--- src/ddr4_host_pkg.sv ---
// Purpose: Shared constants and conversion helpers for the DDR4 timing host
// Assumes: One device clock per core_clk cycle
// Notes:   Counts are device clocks; times are in picoseconds, except CLK_PERIOD_NS in nanoseconds
package ddr4_host_pkg;
	localparam int CNT_W = 16;

	// Termination high time, in clocks
	localparam logic [3:0] TERM_B8_1CK = 4'h6;
	localparam logic [3:0] TERM_B8_2CK = 4'h7;
	localparam logic [3:0] TERM_C4_1CK = 4'h4;
	localparam logic [3:0] TERM_C4_2CK = 4'h5;

	// Write leveling and gear-down spacing, in clocks
	localparam int WRLVL_DRIVE_CK  = 25;
	localparam int WRLVL_STROBE_CK = 40;
	localparam int SYNC_EXTRA_CK   = 4;

	// Command/address latency floor
	localparam int CAL_FLOOR_CK = 3;
	localparam int CAL_TIME_PS  = 3748;

	// Slow-clock handling and rounding
	localparam int SLOW_RATE_MTS = 1600;
	localparam int SLOW_CK_PS    = 1250;
	localparam int RATE_PS_MTS   = 2000000;
	localparam int SPD_ADJ_PM    = 974;
	localparam int PER_MILLE     = 1000;
	localparam int PS_PER_NS     = 1000;
	localparam int CLK_PERIOD_NS = 10;
	localparam int CLK_PERIOD_PS = CLK_PERIOD_NS * PS_PER_NS;

	// Command codes on the device command port
	localparam logic [2:0] CMD_NOP    = 3'h0;
	localparam logic [2:0] CMD_MRS_GD = 3'h1;
	localparam logic [2:0] CMD_REF    = 3'h2;
	localparam logic [2:0] CMD_SYNC   = 3'h3;
	localparam logic [2:0] CMD_USER   = 3'h4;
	localparam logic [2:0] CMD_MRS_WL = 3'h5;

	// Acknowledge bit positions
	localparam int ACK_W   = 5;
	localparam int ACK_GD  = 0;
	localparam int ACK_WL  = 1;
	localparam int ACK_STB = 2;
	localparam int ACK_REF = 3;
	localparam int ACK_CMD = 4;

	// Below the slowest grade, convert times with that grade's period
	function automatic int eff_ck_ps(input int ck_ps);
		int rate;
		rate = RATE_PS_MTS / ck_ps;
		return (rate < SLOW_RATE_MTS) ? SLOW_CK_PS : ck_ps;
	endfunction : eff_ck_ps

	// Presence-data value: truncate after adding the adjustment
	function automatic int spd_nck(input int ps, input int ck_ps);
		return (ps * PER_MILLE + SPD_ADJ_PM * ck_ps) / (PER_MILLE * ck_ps);
	endfunction : spd_nck

	// Other values: round up to whole clocks
	function automatic int nonspd_nck(input int ps, input int ck_ps);
		return (ps + ck_ps - 1) / ck_ps;
	endfunction : nonspd_nck
endpackage : ddr4_host_pkg

--- src/ddr4_timing_host.sv ---
// Purpose: Host-side sequencer that spaces DDR4 commands, termination,
//          write leveling strobes and the gear-down entry
// Assumes: Device clock equals core_clk; requests are levels held to ack
// Notes:   Priority refresh > gear-down > leveling > user command
//
// Summary of operation
// With a burst-eight write, termination stays high 6 clocks (1-clock preamble) or 7 (2-clock).
// Without a write or with chop-four, termination stays high 4 clocks or 5 by preamble mode.
// The first strobe rising edge comes at least 40 clocks after leveling mode is set.
// The strobe pair is driven no sooner than 25 clocks after leveling mode is set.
// The gear-down mode write waits the reset-exit delay after clock enable rises.
// The gear-down enable waits the self-refresh exit delay after clock enable rises.
// The sync pulse follows the gear-down mode write by at least the update delay plus 4.
// The first valid command follows the sync pulse by at least the update delay.
// The device starts its internal write 4 clocks after write latency, or 2 for fixed chop; the device model always uses 4.
// With parity on and DLL off each refresh interval grows by the parity latency.
// The programmed address latency is at least max(3, 3.748 ns over the period).
// Below 1600 MT/s the 1600 grade clock figures are used.
// Row activity is watched so that hammering one row can be flagged.
// Presence-data times convert by truncating ps over period plus 0.974.
// Other times convert by rounding ns over period up.
`timescale 1ns/1ps
module ddr4_timing_host #(
	parameter int ROW_W      = 17,     // Row address width
	parameter int MOD_CK     = 24,     // Mode update delay, clocks
	parameter int XPR_CK     = 64,     // Reset exit delay, clocks
	parameter int XS_CK      = 64,     // Self-refresh exit delay, clocks
	parameter int RFC_PS     = 350000, // Refresh cycle time, presence data
	parameter int PL_CK      = 4,      // Parity latency, clocks
	parameter int CKE_LOW_CK = 16,     // Clock enable low after reset
	parameter int ROW_HOT_N  = 64      // Same-row streak that must be exceeded to flag
) (
	input  wire logic                         core_clk,        // Core and device clock
	input  wire logic                         arst_n,          // Async reset, active low
	input  wire logic                         gd_req,          // Enter gear-down
	input  wire logic                         wl_req,          // Enter write leveling
	input  wire logic                         wl_strobe_req,   // One leveling strobe
	input  wire logic                         wl_exit,         // Leave write leveling
	input  wire logic                         ref_req,         // Refresh
	input  wire logic                         cmd_req,         // User command
	input  wire logic                         cmd_write,       // Command is a write
	input  wire logic                         cmd_chop,        // Write is chop-four
	input  wire logic                         cmd_odt,         // Raise termination
	input  wire logic [ROW_W-1:0]             cmd_row,         // Row of the command
	input  wire logic                         preamble_2ck,    // 2-clock preamble mode
	input  wire logic                         parity_en,       // Address parity on
	input  wire logic                         dll_off,         // DLL-off mode
	output logic [ddr4_host_pkg::ACK_W-1:0]   ack_q,           // One-cycle accept pulses
	output logic                              ready_q,         // Idle, commands accepted
	output logic                              gd_on_q,         // Gear-down entered
	output logic                              row_hot_q,       // Row streak too long
	output logic [3:0]                        cal_q,           // Latency to program
	output logic                              ddr_cke_q,       // Clock enable pin
	output logic                              ddr_odt_q,       // Termination pin
	output logic [2:0]                        ddr_cmd_q,       // Command code
	output logic [ROW_W-1:0]                  ddr_row_q,       // Row address
	output logic                              ddr_dqs_q,       // Strobe level
	output logic                              ddr_dqs_oe_q     // Strobe drive enable
);
	localparam int CW = ddr4_host_pkg::CNT_W;
	localparam int EFF_PS = ddr4_host_pkg::eff_ck_ps(ddr4_host_pkg::CLK_PERIOD_PS);
	localparam int RFC_CK = ddr4_host_pkg::spd_nck(RFC_PS, EFF_PS);
	localparam int CAL_T  = ddr4_host_pkg::nonspd_nck(ddr4_host_pkg::CAL_TIME_PS, EFF_PS);
	localparam int CAL_CK = (CAL_T > ddr4_host_pkg::CAL_FLOOR_CK) ?
	                        CAL_T : ddr4_host_pkg::CAL_FLOOR_CK;
	localparam int GD_WAIT = (XPR_CK > XS_CK) ? XPR_CK : XS_CK;
	localparam logic [CW-1:0] GD_WAIT_C = CW'(GD_WAIT);
	localparam logic [CW-1:0] SYNC_C    = CW'(MOD_CK + ddr4_host_pkg::SYNC_EXTRA_CK);
	localparam logic [CW-1:0] MOD_C     = CW'(MOD_CK);
	localparam logic [CW-1:0] DRIVE_C   = CW'(ddr4_host_pkg::WRLVL_DRIVE_CK);
	localparam logic [CW-1:0] STROBE_C  = CW'(ddr4_host_pkg::WRLVL_STROBE_CK);
	localparam logic [CW-1:0] RFC_C     = CW'(RFC_CK);
	localparam logic [CW-1:0] RFC_PL_C  = CW'(RFC_CK + PL_CK);
	localparam logic [CW-1:0] CKE_C     = CW'(CKE_LOW_CK);
	localparam logic [CW-1:0] HOT_C     = CW'(ROW_HOT_N);
	localparam logic [CW-1:0] ONE_C     = CW'(1);
	localparam logic [CW-1:0] MAX_C     = {CW{1'b1}};

	typedef enum logic [2:0] {
		ST_RESET,
		ST_IDLE,
		ST_GD_SYNC,
		ST_GD_CMD,
		ST_WRLVL,
		ST_REF
	} state_t;

	state_t          state_q;
	logic [CW-1:0]   since_q;      // Clocks since the last spacing event
	logic [CW-1:0]   since_cke_q;  // Clocks since clock enable rose
	logic [CW-1:0]   streak_q;     // Same-row command streak
	logic [3:0]      odt_left_q;   // Termination clocks still owed
	logic [CW-1:0]   rfc_need;
	logic [3:0]      term_need;
	logic            issue_gd, issue_sync, issue_wl, issue_ref, issue_cmd;
	logic            issue_stb, raise_cke, restart;

	// Refresh interval grows when parity and DLL-off combine
	assign rfc_need = (parity_en && dll_off) ? RFC_PL_C : RFC_C;

	// Termination length by burst type and preamble mode
	always_comb begin
		if (cmd_write && !cmd_chop) begin
			term_need = preamble_2ck ? ddr4_host_pkg::TERM_B8_2CK :
			                           ddr4_host_pkg::TERM_B8_1CK;
		end else begin
			term_need = preamble_2ck ? ddr4_host_pkg::TERM_C4_2CK :
			                           ddr4_host_pkg::TERM_C4_1CK;
		end
	end

	// Issue decisions; one per cycle by priority
	assign raise_cke  = (state_q == ST_RESET) && (since_q >= CKE_C);
	assign issue_ref  = (state_q == ST_IDLE) && ref_req;
	assign issue_gd   = (state_q == ST_IDLE) && !ref_req && gd_req && !gd_on_q &&
	                    (since_cke_q >= GD_WAIT_C);
	assign issue_wl   = (state_q == ST_IDLE) && !ref_req && !issue_gd && wl_req;
	assign issue_cmd  = (state_q == ST_IDLE) && !ref_req && !issue_gd && !wl_req &&
	                    cmd_req;
	assign issue_sync = (state_q == ST_GD_SYNC) && (since_q >= SYNC_C);
	// Strobe only once the strobe is low, so each pulse is one rising edge
	assign issue_stb  = (state_q == ST_WRLVL) && wl_strobe_req && !ddr_dqs_q &&
	                    !ack_q[ddr4_host_pkg::ACK_STB] && (since_q >= STROBE_C);
	assign restart    = raise_cke || issue_ref || issue_gd || issue_wl || issue_sync;

	// Sequencer, command port and acknowledges
	always_ff @(posedge core_clk or negedge arst_n) begin
		if (!arst_n) begin
			state_q   <= ST_RESET;
			ddr_cmd_q <= ddr4_host_pkg::CMD_NOP;
			ddr_row_q <= '0;
			ack_q     <= '0;
			ready_q   <= 1'b0;
			gd_on_q   <= 1'b0;
		end else begin
			ddr_cmd_q <= ddr4_host_pkg::CMD_NOP;
			ack_q     <= '0;
			unique case (state_q)
				ST_RESET: begin
					if (raise_cke) begin
						state_q <= ST_IDLE;
					end
				end
				ST_IDLE: begin
					if (issue_ref) begin
						ddr_cmd_q <= ddr4_host_pkg::CMD_REF;
						ack_q[ddr4_host_pkg::ACK_REF] <= 1'b1;
						state_q <= ST_REF;
					end else if (issue_gd) begin
						ddr_cmd_q <= ddr4_host_pkg::CMD_MRS_GD;
						ack_q[ddr4_host_pkg::ACK_GD] <= 1'b1;
						state_q <= ST_GD_SYNC;
					end else if (issue_wl) begin
						ddr_cmd_q <= ddr4_host_pkg::CMD_MRS_WL;
						ack_q[ddr4_host_pkg::ACK_WL] <= 1'b1;
						state_q <= ST_WRLVL;
					end else if (issue_cmd) begin
						ddr_cmd_q <= ddr4_host_pkg::CMD_USER;
						ddr_row_q <= cmd_row;
						ack_q[ddr4_host_pkg::ACK_CMD] <= 1'b1;
					end
				end
				ST_GD_SYNC: begin
					if (issue_sync) begin
						ddr_cmd_q <= ddr4_host_pkg::CMD_SYNC;
						state_q   <= ST_GD_CMD;
					end
				end
				ST_GD_CMD: begin
					if (since_q >= MOD_C) begin
						gd_on_q <= 1'b1;
						state_q <= ST_IDLE;
					end
				end
				ST_WRLVL: begin
					if (issue_stb) begin
						ack_q[ddr4_host_pkg::ACK_STB] <= 1'b1;
					end
					if (wl_exit) begin
						state_q <= ST_IDLE;
					end
				end
				ST_REF: begin
					if (since_q >= rfc_need) begin
						state_q <= ST_IDLE;
					end
				end
			endcase
			ready_q <= (state_q == ST_IDLE) && !restart;
		end
	end

	// Spacing counter; starts at one on the issue edge so it equals the
	// clock distance to whatever is issued on a later edge
	always_ff @(posedge core_clk or negedge arst_n) begin
		if (!arst_n) begin
			since_q <= '0;
		end else if (restart) begin
			since_q <= ONE_C;
		end else if (since_q != MAX_C) begin
			since_q <= since_q + ONE_C;
		end
	end

	// Clock enable and time since it rose
	always_ff @(posedge core_clk or negedge arst_n) begin
		if (!arst_n) begin
			ddr_cke_q   <= 1'b0;
			since_cke_q <= '0;
		end else if (raise_cke) begin
			ddr_cke_q   <= 1'b1;
			since_cke_q <= ONE_C;
		end else if (ddr_cke_q && since_cke_q != MAX_C) begin
			since_cke_q <= since_cke_q + ONE_C;
		end
	end

	// Termination: high for term_need clocks; a new command with cmd_odt restarts it
	always_ff @(posedge core_clk or negedge arst_n) begin
		if (!arst_n) begin
			ddr_odt_q  <= 1'b0;
			odt_left_q <= '0;
		end else if (issue_cmd && cmd_odt) begin
			ddr_odt_q  <= 1'b1;
			odt_left_q <= term_need - 4'h1;
		end else if (odt_left_q != 4'h0) begin
			odt_left_q <= odt_left_q - 4'h1;
		end else begin
			ddr_odt_q <= 1'b0;
		end
	end

	// Leveling strobe: drive from the drive delay, pulse one clock high
	always_ff @(posedge core_clk or negedge arst_n) begin
		if (!arst_n) begin
			ddr_dqs_oe_q <= 1'b0;
			ddr_dqs_q    <= 1'b0;
		end else begin
			ddr_dqs_oe_q <= (state_q == ST_WRLVL) && !wl_exit &&
			                (since_q >= DRIVE_C);
			ddr_dqs_q    <= issue_stb;
		end
	end

	// Row streak; a hot row is only flagged, spreading is software's job
	always_ff @(posedge core_clk or negedge arst_n) begin
		if (!arst_n) begin
			streak_q  <= '0;
			row_hot_q <= 1'b0;
		end else if (issue_cmd) begin
			if (cmd_row == ddr_row_q && streak_q != MAX_C) begin
				streak_q <= streak_q + ONE_C;
			end else if (cmd_row != ddr_row_q) begin
				streak_q <= ONE_C;
			end
			row_hot_q <= (cmd_row == ddr_row_q) && (streak_q >= HOT_C);
		end
	end

	// Latency setting is fixed by the clock period
	always_ff @(posedge core_clk or negedge arst_n) begin
		if (!arst_n) begin
			cal_q <= 4'(CAL_CK);
		end else begin
			cal_q <= 4'(CAL_CK);
		end
	end

	// Helper: consecutive termination-high clocks
	logic [3:0] odt_run_q;
	always_ff @(posedge core_clk or negedge arst_n) begin
		if (!arst_n) begin
			odt_run_q <= '0;
		end else begin
			odt_run_q <= ddr_odt_q ? odt_run_q + 4'h1 : 4'h0;
		end
	end

	a_term_b8_len: assert property (@(posedge core_clk) disable iff (!arst_n)
		issue_cmd && cmd_odt && cmd_write && !cmd_chop && !preamble_2ck
		|=> ddr_odt_q [*6])
		else $error("termination short for burst-eight write");
	a_term_c4_len: assert property (@(posedge core_clk) disable iff (!arst_n)
		issue_cmd && cmd_odt && !(cmd_write && !cmd_chop) && preamble_2ck
		|=> ddr_odt_q [*5] ##1 (!ddr_odt_q || ack_q[ddr4_host_pkg::ACK_CMD]))
		else $error("termination length wrong for chop or no write");
	a_term_min_run: assert property (@(posedge core_clk) disable iff (!arst_n)
		$fell(ddr_odt_q) |-> odt_run_q >= ddr4_host_pkg::TERM_C4_1CK)
		else $error("termination dropped too soon");
	a_wl_first_strobe: assert property (@(posedge core_clk) disable iff (!arst_n)
		$rose(ddr_dqs_q) |-> $past(since_q) >= STROBE_C && state_q == ST_WRLVL)
		else $error("leveling strobe too early");
	a_wl_drive_delay: assert property (@(posedge core_clk) disable iff (!arst_n)
		$rose(ddr_dqs_oe_q) |-> $past(since_q) >= DRIVE_C)
		else $error("strobe driven too early");
	a_gd_after_cke: assert property (@(posedge core_clk) disable iff (!arst_n)
		ddr_cmd_q == ddr4_host_pkg::CMD_MRS_GD |-> $past(since_cke_q) >= CW'(XPR_CK))
		else $error("gear-down write before reset exit delay");
	a_gd_enable_xs: assert property (@(posedge core_clk) disable iff (!arst_n)
		ddr_cmd_q == ddr4_host_pkg::CMD_MRS_GD |-> $past(since_cke_q) >= CW'(XS_CK))
		else $error("gear-down enable before self-refresh exit delay");
	a_gd_sync_space: assert property (@(posedge core_clk) disable iff (!arst_n)
		ddr_cmd_q == ddr4_host_pkg::CMD_SYNC |-> $past(since_q) >= SYNC_C)
		else $error("sync pulse too early");
	a_gd_first_cmd: assert property (@(posedge core_clk) disable iff (!arst_n)
		$rose(gd_on_q) |-> $past(since_q) >= MOD_C && $past(state_q) == ST_GD_CMD)
		else $error("gear-down finished before the update delay");
	a_ref_parity_ext: assert property (@(posedge core_clk) disable iff (!arst_n)
		$past(state_q) == ST_REF && state_q != ST_REF
		|-> $past(since_q) >= $past(rfc_need))
		else $error("refresh interval cut short");
	a_cal_floor: assert property (@(posedge core_clk) disable iff (!arst_n)
		cal_q >= 4'(ddr4_host_pkg::CAL_FLOOR_CK))
		else $error("latency below floor");

	c_gd_entry:  cover property (@(posedge core_clk) disable iff (!arst_n) $rose(gd_on_q));
	c_wl_strobe: cover property (@(posedge core_clk) disable iff (!arst_n) $rose(ddr_dqs_q));
	c_ref_ext:   cover property (@(posedge core_clk) disable iff (!arst_n)
		issue_ref && parity_en && dll_off);
	c_term_b8:   cover property (@(posedge core_clk) disable iff (!arst_n)
		issue_cmd && cmd_odt && cmd_write && !cmd_chop && preamble_2ck);
endmodule : ddr4_timing_host

--- config.mk ---
export PLATFORM = sky130hd
export DESIGN_NAME = ddr4_timing_host
export DESIGN_NICKNAME = d
export VERILOG_FILES = /design/src/ddr4_host_pkg.sv /design/src/ddr4_timing_host.sv
export SDC_FILE = /design/constraint.sdc
export NUM_CORES = 1
export LEC_CHECK = 0
export BUFFER_PORTS_ARGS = -buffer_cell sky130_fd_sc_hd__buf_2
export CAP_MARGIN = 20
export CORE_MARGIN = 5
export CORE_UTILIZATION = 45
export CTS_CLUSTER_DIAMETER = 40
export DETAILED_ROUTE_END_ITERATION = 8
export PLACE_DENSITY = 0.65
export SLEW_MARGIN = 20
export SYNTH_ARGS = -nofsm -noshare
export SYNTH_HDL_FRONTEND = slang
export SYNTH_SLANG_ARGS = --single-unit
--- constraint.sdc ---
create_clock -name core_clk -period 7.09 [get_ports core_clk]
set_input_delay 0.3545 -clock core_clk [delete_from_list [all_inputs] [get_ports core_clk]]
set_output_delay 0.3545 -clock core_clk [all_outputs]
set_load 0.03 [all_outputs]
==> metrics.txt, run 1 <==
# TYPE chip_impl_metric gauge
chip_impl_info{name="run_status",value="finished, final reports clean"} 1
chip_impl_metric{name="crit_fanout",unit=""} 24
chip_impl_metric{name="yosys.area_share.xor_xnor",unit="%"} 7.51
chip_impl_info{name="grt_setup_unrepaired",value="no"} 1
chip_impl_metric{name="grt_start_max_net_pins",unit=""} 50
chip_impl_metric{name="core.rowCount",unit=""} 36
chip_impl_metric{name="static-leakage-power",unit="nW"} 2.61
chip_impl_metric{name="die-area",unit="sq um"} 12200
chip_impl_info{name="ys_top_cells_by_count",value="87 x dfrtp_1, 82 x nand2_1, 41 x nor2_1, 26 x inv_1, 26 x xor2_1"} 1
chip_impl_metric{name="finalInstanceArea",unit="sq um"} 5190
chip_impl_metric{name="cts.repair_timing.setup_buffer_count",unit=""} 0
chip_impl_metric{name="number_of_buffers_added_by_the_clock_tree_synthesis_step",unit=""} 9
chip_impl_metric{name="area_growth",unit="%"} 14.2
chip_impl_metric{name="share_of_synthesized_area_spent_on_multiplexers",unit="%"} 1.57
chip_impl_metric{name="cts.sinks",unit=""} 87
chip_impl_metric{name="async_reset_ff_share",unit="%"} 100
chip_impl_metric{name="power_switching_share",unit="%"} 22.2
chip_impl_metric{name="die_w",unit="um"} 111
chip_impl_metric{name="clock-skew-final",unit="ns"} 0.0186
chip_impl_metric{name="worst-slew-pin-transition",unit="ns"} 0.766
chip_impl_metric{name="clockBufferDepth",unit=""} 2
chip_impl_metric{name="postRouteAntennaNets",unit=""} 0
chip_impl_metric{name="fin_crit",unit="ns"} 3.42
chip_impl_metric{name="slew_headroom",unit="%"} 48.6
chip_impl_metric{name="final_max_slew_viol_count",unit=""} 0
chip_impl_metric{name="final_core_utilization",unit="%"} 52.9
chip_impl_metric{name="synth_warnings",unit=""} 0
chip_impl_info{name="min_path_type",value="in -> reg"} 1
chip_impl_metric{name="routabilityCongestion",unit=""} 0.842
chip_impl_metric{name="place.port_buffers",unit=""} 62
chip_impl_metric{name="synth.lib_cells_used.distinct",unit=""} 56
chip_impl_metric{name="post-route-drc-count",unit=""} 0
chip_impl_metric{name="grt_util_all_layers",unit="%"} 17.5
chip_impl_metric{name="antenna_cells",unit=""} 0
chip_impl_metric{name="grt_pass1_vias",unit=""} 3664
chip_impl_metric{name="synth_adder_area_share",unit="%"} 3.03
chip_impl_metric{name="setup_viol",unit=""} 0
chip_impl_metric{name="synth_top_area_share",unit="%"} 47.9
chip_impl_info{name="crit_slowest_cell",value="or4b_4"} 1
chip_impl_metric{name="pin_count",unit=""} 67
chip_impl_metric{name="internal-power",unit="uW"} 714
chip_impl_metric{name="combinationalPowerShare",unit="%"} 3.3
chip_impl_info{name="main_combinational_cell_family_by_area_after_synthesis",value="simple AND/OR/NAND/NOR gates"} 1
chip_impl_info{name="crit_chain",value="or4b_4 > nor3b_1 > nand2_1 > inv_2 > o21ai_1 > or4_1 > a21oi_1"} 1
chip_impl_metric{name="fin_total_pwr",unit="uW"} 918
chip_impl_metric{name="setup_total_negative_slack",unit="ns"} 0
chip_impl_metric{name="cp.buffers_inverters",unit=""} 1
chip_impl_metric{name="highest_clock_rate",unit="MHz"} 293
chip_impl_info{name="worst-setup-path-type",value="reg -> reg"} 1
chip_impl_metric{name="ir_drop",unit="V"} 0.000110
chip_impl_metric{name="netlist_instances",unit=""} 494
chip_impl_info{name="worst_setup_path_end_kind",value="flop"} 1
chip_impl_metric{name="stdcell_count",unit=""} 693
chip_impl_metric{name="coreArea",unit="sq um"} 9820
chip_impl_metric{name="number_of_flops_mapped_to_enable_cells_by_yosys",unit=""} 0
chip_impl_metric{name="crit_arrival",unit="ns"} 3.71
chip_impl_metric{name="clk_pin_slew",unit="ns"} 0.09
chip_impl_metric{name="synth_simple_gate_area_share",unit="%"} 24.8
chip_impl_metric{name="drtPass1Iterations",unit=""} 6
chip_impl_metric{name="seq_power_share",unit="%"} 54.0
chip_impl_metric{name="synth_seq_cells",unit=""} 87
chip_impl_metric{name="hpwl",unit="um"} 7290
chip_impl_metric{name="via_per_inst",unit=""} 5.35
chip_impl_metric{name="design.final.nets",unit=""} 597
chip_impl_metric{name="ctsHtreeMaxLevel",unit=""} 3
chip_impl_metric{name="first_pass_grt_wire_length",unit="um"} 17600
chip_impl_info{name="synth_flop_cell",value="dfrtp_1"} 1
chip_impl_metric{name="clkPwrFrac",unit="%"} 42.6
chip_impl_metric{name="synth_area",unit="sq um"} 4550
chip_impl_metric{name="detail_route.iter0.violations",unit=""} 188
chip_impl_metric{name="timing_hold_violations_final",unit=""} 0
chip_impl_metric{name="cap_viol_max_count",unit=""} 0
chip_impl_metric{name="crit_path_max_incr_delay",unit="ns"} 0.59
chip_impl_metric{name="avgSynthCellArea",unit="sq um"} 9.20
chip_impl_metric{name="period_share",unit="%"} 48.2
chip_impl_metric{name="dpl_cell_area",unit="sq um"} 4960
chip_impl_info{name="cts_tree",value="yes"} 1
chip_impl_metric{name="place.detailed.instances",unit=""} 676
chip_impl_metric{name="synth_compound_area_share",unit="%"} 10.7
chip_impl_metric{name="dr_total_vias",unit=""} 3710
chip_impl_metric{name="fp.dieH",unit="um"} 111
chip_impl_metric{name="overflow",unit=""} 0
chip_impl_info{name="yosys.cell_count.top_type",value="dfrtp_1"} 1
chip_impl_metric{name="initial_core_util",unit="%"} 46.3
chip_impl_metric{name="drt_total_wl",unit="um"} 10200
chip_impl_metric{name="ys_seq_area_share",unit="%"} 47.9
chip_impl_info{name="top_cells_by_area_in_the_synthesized_netlist",value="dfrtp_1 48%, nand2_1 6.8%, xor2_1 5.0%"} 1
chip_impl_info{name="cts-root-buf",value="clkbuf_8"} 1
chip_impl_info{name="worstSetupStartpointType",value="flop"} 1
chip_impl_info{name="worst_path_dominant_cell_family",value="simple AND/OR/NAND/NOR gates"} 1
chip_impl_metric{name="power.density_cell_area",unit="nW/um^2"} 177
chip_impl_metric{name="critical_path_required",unit="ns"} 7.38
chip_impl_metric{name="average_wire_per_cell_in_the_routed_design",unit="um"} 14.7
chip_impl_info{name="netlist.top_cell.by_area",value="dfrtp_1"} 1
chip_impl_metric{name="drive_above_1_share",unit="%"} 15.9
chip_impl_metric{name="power_switching",unit="uW"} 203
chip_impl_metric{name="initial_antenna_violation_count",unit=""} 0
chip_impl_metric{name="clkLatencyLatePin",unit="ns"} 0.38
[power by group through the flow]
| stage | registers [mW] | logic (mW) | clock network [mW] |
|---|---|---|---|
| 5_1_grt | 0.496 | 0.0349 | 0.424 |
| 2_1_floorplan | 0.506 | 0.00955 | 0 |
| 3_5_place_dp | 0.506 | 0.0311 | 0 |
| 3_3_place_gp | 0.506 | 0.0307 | 0 |
| 4_1_cts | 0.496 | 0.0317 | 0.400 |
| 6_report | 0.496 | 0.0305 | 0.391 |
[final timing paths]
| check | startpoint | end | slack, ns | cells past startpoint |
|---|---|---|---|---|
| setup / recovery | state_q[1] | streak_q[5] | 3.67 | 7 |
| hold / removal | cmd_odt | odt_left_q[3] | 0.16 | 2 |
| setup reg to reg | state_q[1] | streak_q[5] | 3.67 | 7 |
| hold reg to reg | row_hot_q | row_hot_q | 0.51 | 2 |
| max in group asynchronous | arst_n | ddr_row_q[11] | 5.57 | 3 |
| min in group asynchronous | arst_n | since_q[12] | 0.51 | 2 |
[metrics by stage]
step	hold slack, ns	setup slack [ns]
final	0.163	3.67
after global routing	0.169	3.24
after CTS	0.150	3.64
after detailed placement	0.364	3.66
after global placement	0.360	3.67
after floorplan	0.0589	4.74
[cell usage in the layout (no fill, tap or decap), types with 13 or more instances in the layout]
master	netlist	final
nand2_1	82	82
inv_1	26	26
xnor2_1	13	13
o21ai_0	14	14
buf_2	4	61
nor2_1	41	41
a21oi_1	23	23
dfrtp_1	87	87
nand4_1	15	15
xor2_1	26	26
nand3_1	18	18
or3_1	13	13
[logic make-up after synthesis]
family	count (synthesis)
AO/OA/AOI/OAI	74
adder cells (fa/ha/maj)	11
flip-flops	87
AND/OR/NAND/NOR	229
XOR/XNOR	39
buffers and inverters	45
multiplexers	7
other	2
[layer usage]
metal	GRT usage [%]	routed length, um
met3	4.32	427
met2	27.4	4710
met4	5.50	163
met5	0	0
met1	23.8	4870
[repair_timing]
item,4_1_cts,5_1_grt
hold buffers,1,0
hold endpoints to repair,38,0
gates resized for setup,0,0
[area by class of cell]
type | count | area [sq um]
Fill cell | 927 | 4630
Multi-Input combinational cell | 364 | 2180
Sequential cell | 87 | 2180
Timing Repair Buffer | 66 | 345
Tap cell | 133 | 166
Clock buffer | 11 | 141
Inverter | 27 | 101
Clock inverter | 5 | 81.3
[flip-flops by register name, indices dropped and copies added (netlist names)]
register / cells
ack_q: 5
ddr_cke_q: 1
ddr_cmd_q: 3
ddr_dqs_oe_q: 1
ddr_dqs_q: 1
ddr_odt_q: 1
ddr_row_q: 17
gd_on_q: 1
odt_left_q: 4
ready_q: 1
row_hot_q: 1
since_cke_q: 16
since_q: 16
state_q: 3
streak_q: 16
Power figures use the tool's default switching activity.
==> run 2: changes to the inputs <==
==> constraint.sdc (replaced) <==
create_clock -name core_clk -period 3.45 [get_ports core_clk]
set_input_delay 0.1725 -clock core_clk [delete_from_list [all_inputs] [get_ports core_clk]]
set_output_delay 0.1725 -clock core_clk [all_outputs]
set_load 0.03 [all_outputs]
==> metrics.txt, run 2 (synthesized netlist as in run 1, its figures left out) <==
# TYPE chip_impl_metric gauge
chip_impl_info{name="run_status",value="finished, final reports clean"} 1
chip_impl_metric{name="drtPass1Iterations",unit=""} 4
chip_impl_metric{name="regArea",unit="sq um"} 2180
chip_impl_metric{name="drt_total_wl",unit="um"} 10000
chip_impl_metric{name="ir_drop",unit="V"} 0.000174
chip_impl_metric{name="slew_headroom",unit="%"} 49.4
chip_impl_metric{name="setup_total_negative_slack",unit="ns"} 0
chip_impl_info{name="worst_setup_path_end_kind",value="flop"} 1
chip_impl_metric{name="pin_count",unit=""} 67
chip_impl_metric{name="die-area",unit="sq um"} 12200
chip_impl_metric{name="clockBufferDepth",unit=""} 2
chip_impl_metric{name="stdcell_count",unit=""} 696
chip_impl_metric{name="first_pass_grt_wire_length",unit="um"} 17600
chip_impl_metric{name="cap_viol_max_count",unit=""} 0
chip_impl_metric{name="highest_clock_rate",unit="MHz"} 352
chip_impl_metric{name="coreArea",unit="sq um"} 9820
chip_impl_metric{name="critical_path_required",unit="ns"} 3.72
chip_impl_metric{name="clock-skew-final",unit="ns"} 0.00895
chip_impl_metric{name="final_max_slew_viol_count",unit=""} 0
chip_impl_metric{name="dr_total_vias",unit=""} 3666
chip_impl_metric{name="core.rowCount",unit=""} 36
chip_impl_metric{name="grt_pass1_vias",unit=""} 3560
chip_impl_metric{name="area_growth",unit="%"} 14.9
chip_impl_metric{name="nFillCells",unit=""} 940
chip_impl_metric{name="place.port_buffers",unit=""} 62
chip_impl_metric{name="multi_input_area",unit="sq um"} 2180
chip_impl_metric{name="ctsHtreeMaxLevel",unit=""} 3
chip_impl_metric{name="final_core_utilization",unit="%"} 53.2
chip_impl_metric{name="period_share",unit="%"} 82.4
chip_impl_metric{name="cts.repair_timing.setup_buffer_count",unit=""} 0
chip_impl_metric{name="preCtsSetupSlack",unit="ns"} 0.598
chip_impl_metric{name="routabilityCongestion",unit=""} 0.789
chip_impl_metric{name="clk_pin_slew",unit="ns"} 0.09
chip_impl_metric{name="number_of_buffers_added_by_the_clock_tree_synthesis_step",unit=""} 9
chip_impl_info{name="final_cell_mix",value="87 x dfrtp_1, 82 x nand2_1, 61 x buf_2"} 1
chip_impl_metric{name="whs",unit="ns"} 0.0285
chip_impl_metric{name="average_wire_per_cell_in_the_routed_design",unit="um"} 14.4
chip_impl_metric{name="static-leakage-power",unit="nW"} 2.62
chip_impl_metric{name="ctsHoldBuffers",unit=""} 2
chip_impl_metric{name="cts_repair_resizes",unit=""} 0
chip_impl_metric{name="cts.sinks",unit=""} 87
chip_impl_metric{name="post-route-drc-count",unit=""} 0
chip_impl_metric{name="initial_core_util",unit="%"} 46.3
chip_impl_metric{name="overflow",unit=""} 0
chip_impl_metric{name="timing_hold_violations_final",unit=""} 0
chip_impl_info{name="cts_tree",value="yes"} 1
chip_impl_info{name="worstSetupStartpointType",value="flop"} 1
chip_impl_metric{name="design.final.nets",unit=""} 600
chip_impl_metric{name="drive_above_1_share",unit="%"} 16.0
chip_impl_metric{name="fp.dieH",unit="um"} 111
chip_impl_metric{name="worst-slew-pin-transition",unit="ns"} 0.753
chip_impl_info{name="worst-setup-path-type",value="reg -> reg"} 1
chip_impl_metric{name="fin_ws",unit="ns"} 0.606
chip_impl_info{name="grt_setup_unrepaired",value="no"} 1
chip_impl_metric{name="setup_viol",unit=""} 0
chip_impl_metric{name="largest_reg_flops",unit=""} 17
chip_impl_metric{name="antenna_cells",unit=""} 0
chip_impl_metric{name="clkLatencyLatePin",unit="ns"} 0.36
chip_impl_info{name="min_path_type",value="in -> reg"} 1
chip_impl_metric{name="die_w",unit="um"} 111
chip_impl_metric{name="place.detailed.instances",unit=""} 677
chip_impl_metric{name="crit_fanout",unit=""} 24
chip_impl_metric{name="grt_start_max_net_pins",unit=""} 81
chip_impl_metric{name="grt_util_all_layers",unit="%"} 17.1
chip_impl_metric{name="crit_arrival",unit="ns"} 3.12
chip_impl_metric{name="detail_route.iter0.violations",unit=""} 197
chip_impl_metric{name="power.density_cell_area",unit="nW/um^2"} 359
chip_impl_metric{name="initial_antenna_violation_count",unit=""} 0
chip_impl_info{name="cts-root-buf",value="clkbuf_8"} 1
chip_impl_metric{name="fin_crit",unit="ns"} 2.84
chip_impl_info{name="most_frequent_standard_cell_in_the_layout_excluding_fill_and_tap_cells",value="dfrtp_1"} 1
chip_impl_metric{name="hpwl",unit="um"} 7200
chip_impl_metric{name="postRouteAntennaNets",unit=""} 0
chip_impl_metric{name="via_per_inst",unit=""} 5.27
chip_impl_info{name="max_flop_register",value="ddr_row_q"} 1
## run 2: changes by cell type in the layout (fill, tap and decap cells not counted)
cell,before,now
buf_6,0,1
dlygate4sd3_1,1,3
## run 2: final cells by class
type	instances	share of cell area, %
Inverter	27	1.94
Clock inverter	5	1.56
Clock buffer	11	2.71
Sequential cell	87	41.7
Timing Repair Buffer	69	7.21
Multi-Input combinational cell	364	41.7
Tap cell	133	3.18
## run 2: final timing paths
kind / start / to / slack, ns / cells past startpoint
max reg2reg: state_q[1] / streak_q[5] / 0.61 / 7
min in group asynchronous: arst_n / since_q[11] / 0.43 / 2
min: cmd_row[16] / ddr_row_q[16] / 0.03 / 3
min reg2reg: row_hot_q / row_hot_q / 0.51 / 2
max in group asynchronous: arst_n / since_q[4] / 2.42 / 3
max: state_q[1] / streak_q[5] / 0.61 / 7
## run 2: metal layers
metal / up-vias / track usage [%] / part of all wire (%)
met5: - / 0 / 0
met4: 0 / 5.25 / 0.49
met3: 4 / 3.99 / 4.0
met2: 62 / 25.6 / 45
met1: 1760 / 24.6 / 51
li1: 1840 / - / -
## run 2: worst max-delay path: stages (launching register included)
cell and delay [ns]:
dfrtp_1 0.47, or4b_4 0.58, nor3b_1 0.23, nand2_1 0.11, inv_2 0.30, o21ai_1 0.36, or4_1 0.55, a21oi_1 0.16
## run 2: report_power, final
part	switching (mW)	total [mW]	internal (mW)
Clock	0.365	0.793	0.428
Combinational	0.0421	0.0649	0.0227
Sequential	0	1.02	1.02
## run 2: metrics by stage
stage                     instance area, sq um  total power [mW]
after floorplan                           4550              1.06
after detailed placement                  4970              1.10
after global routing                      5230              1.96
final                                     5230              1.88
after CTS                                 5210              1.90
after global placement                    4970              1.10
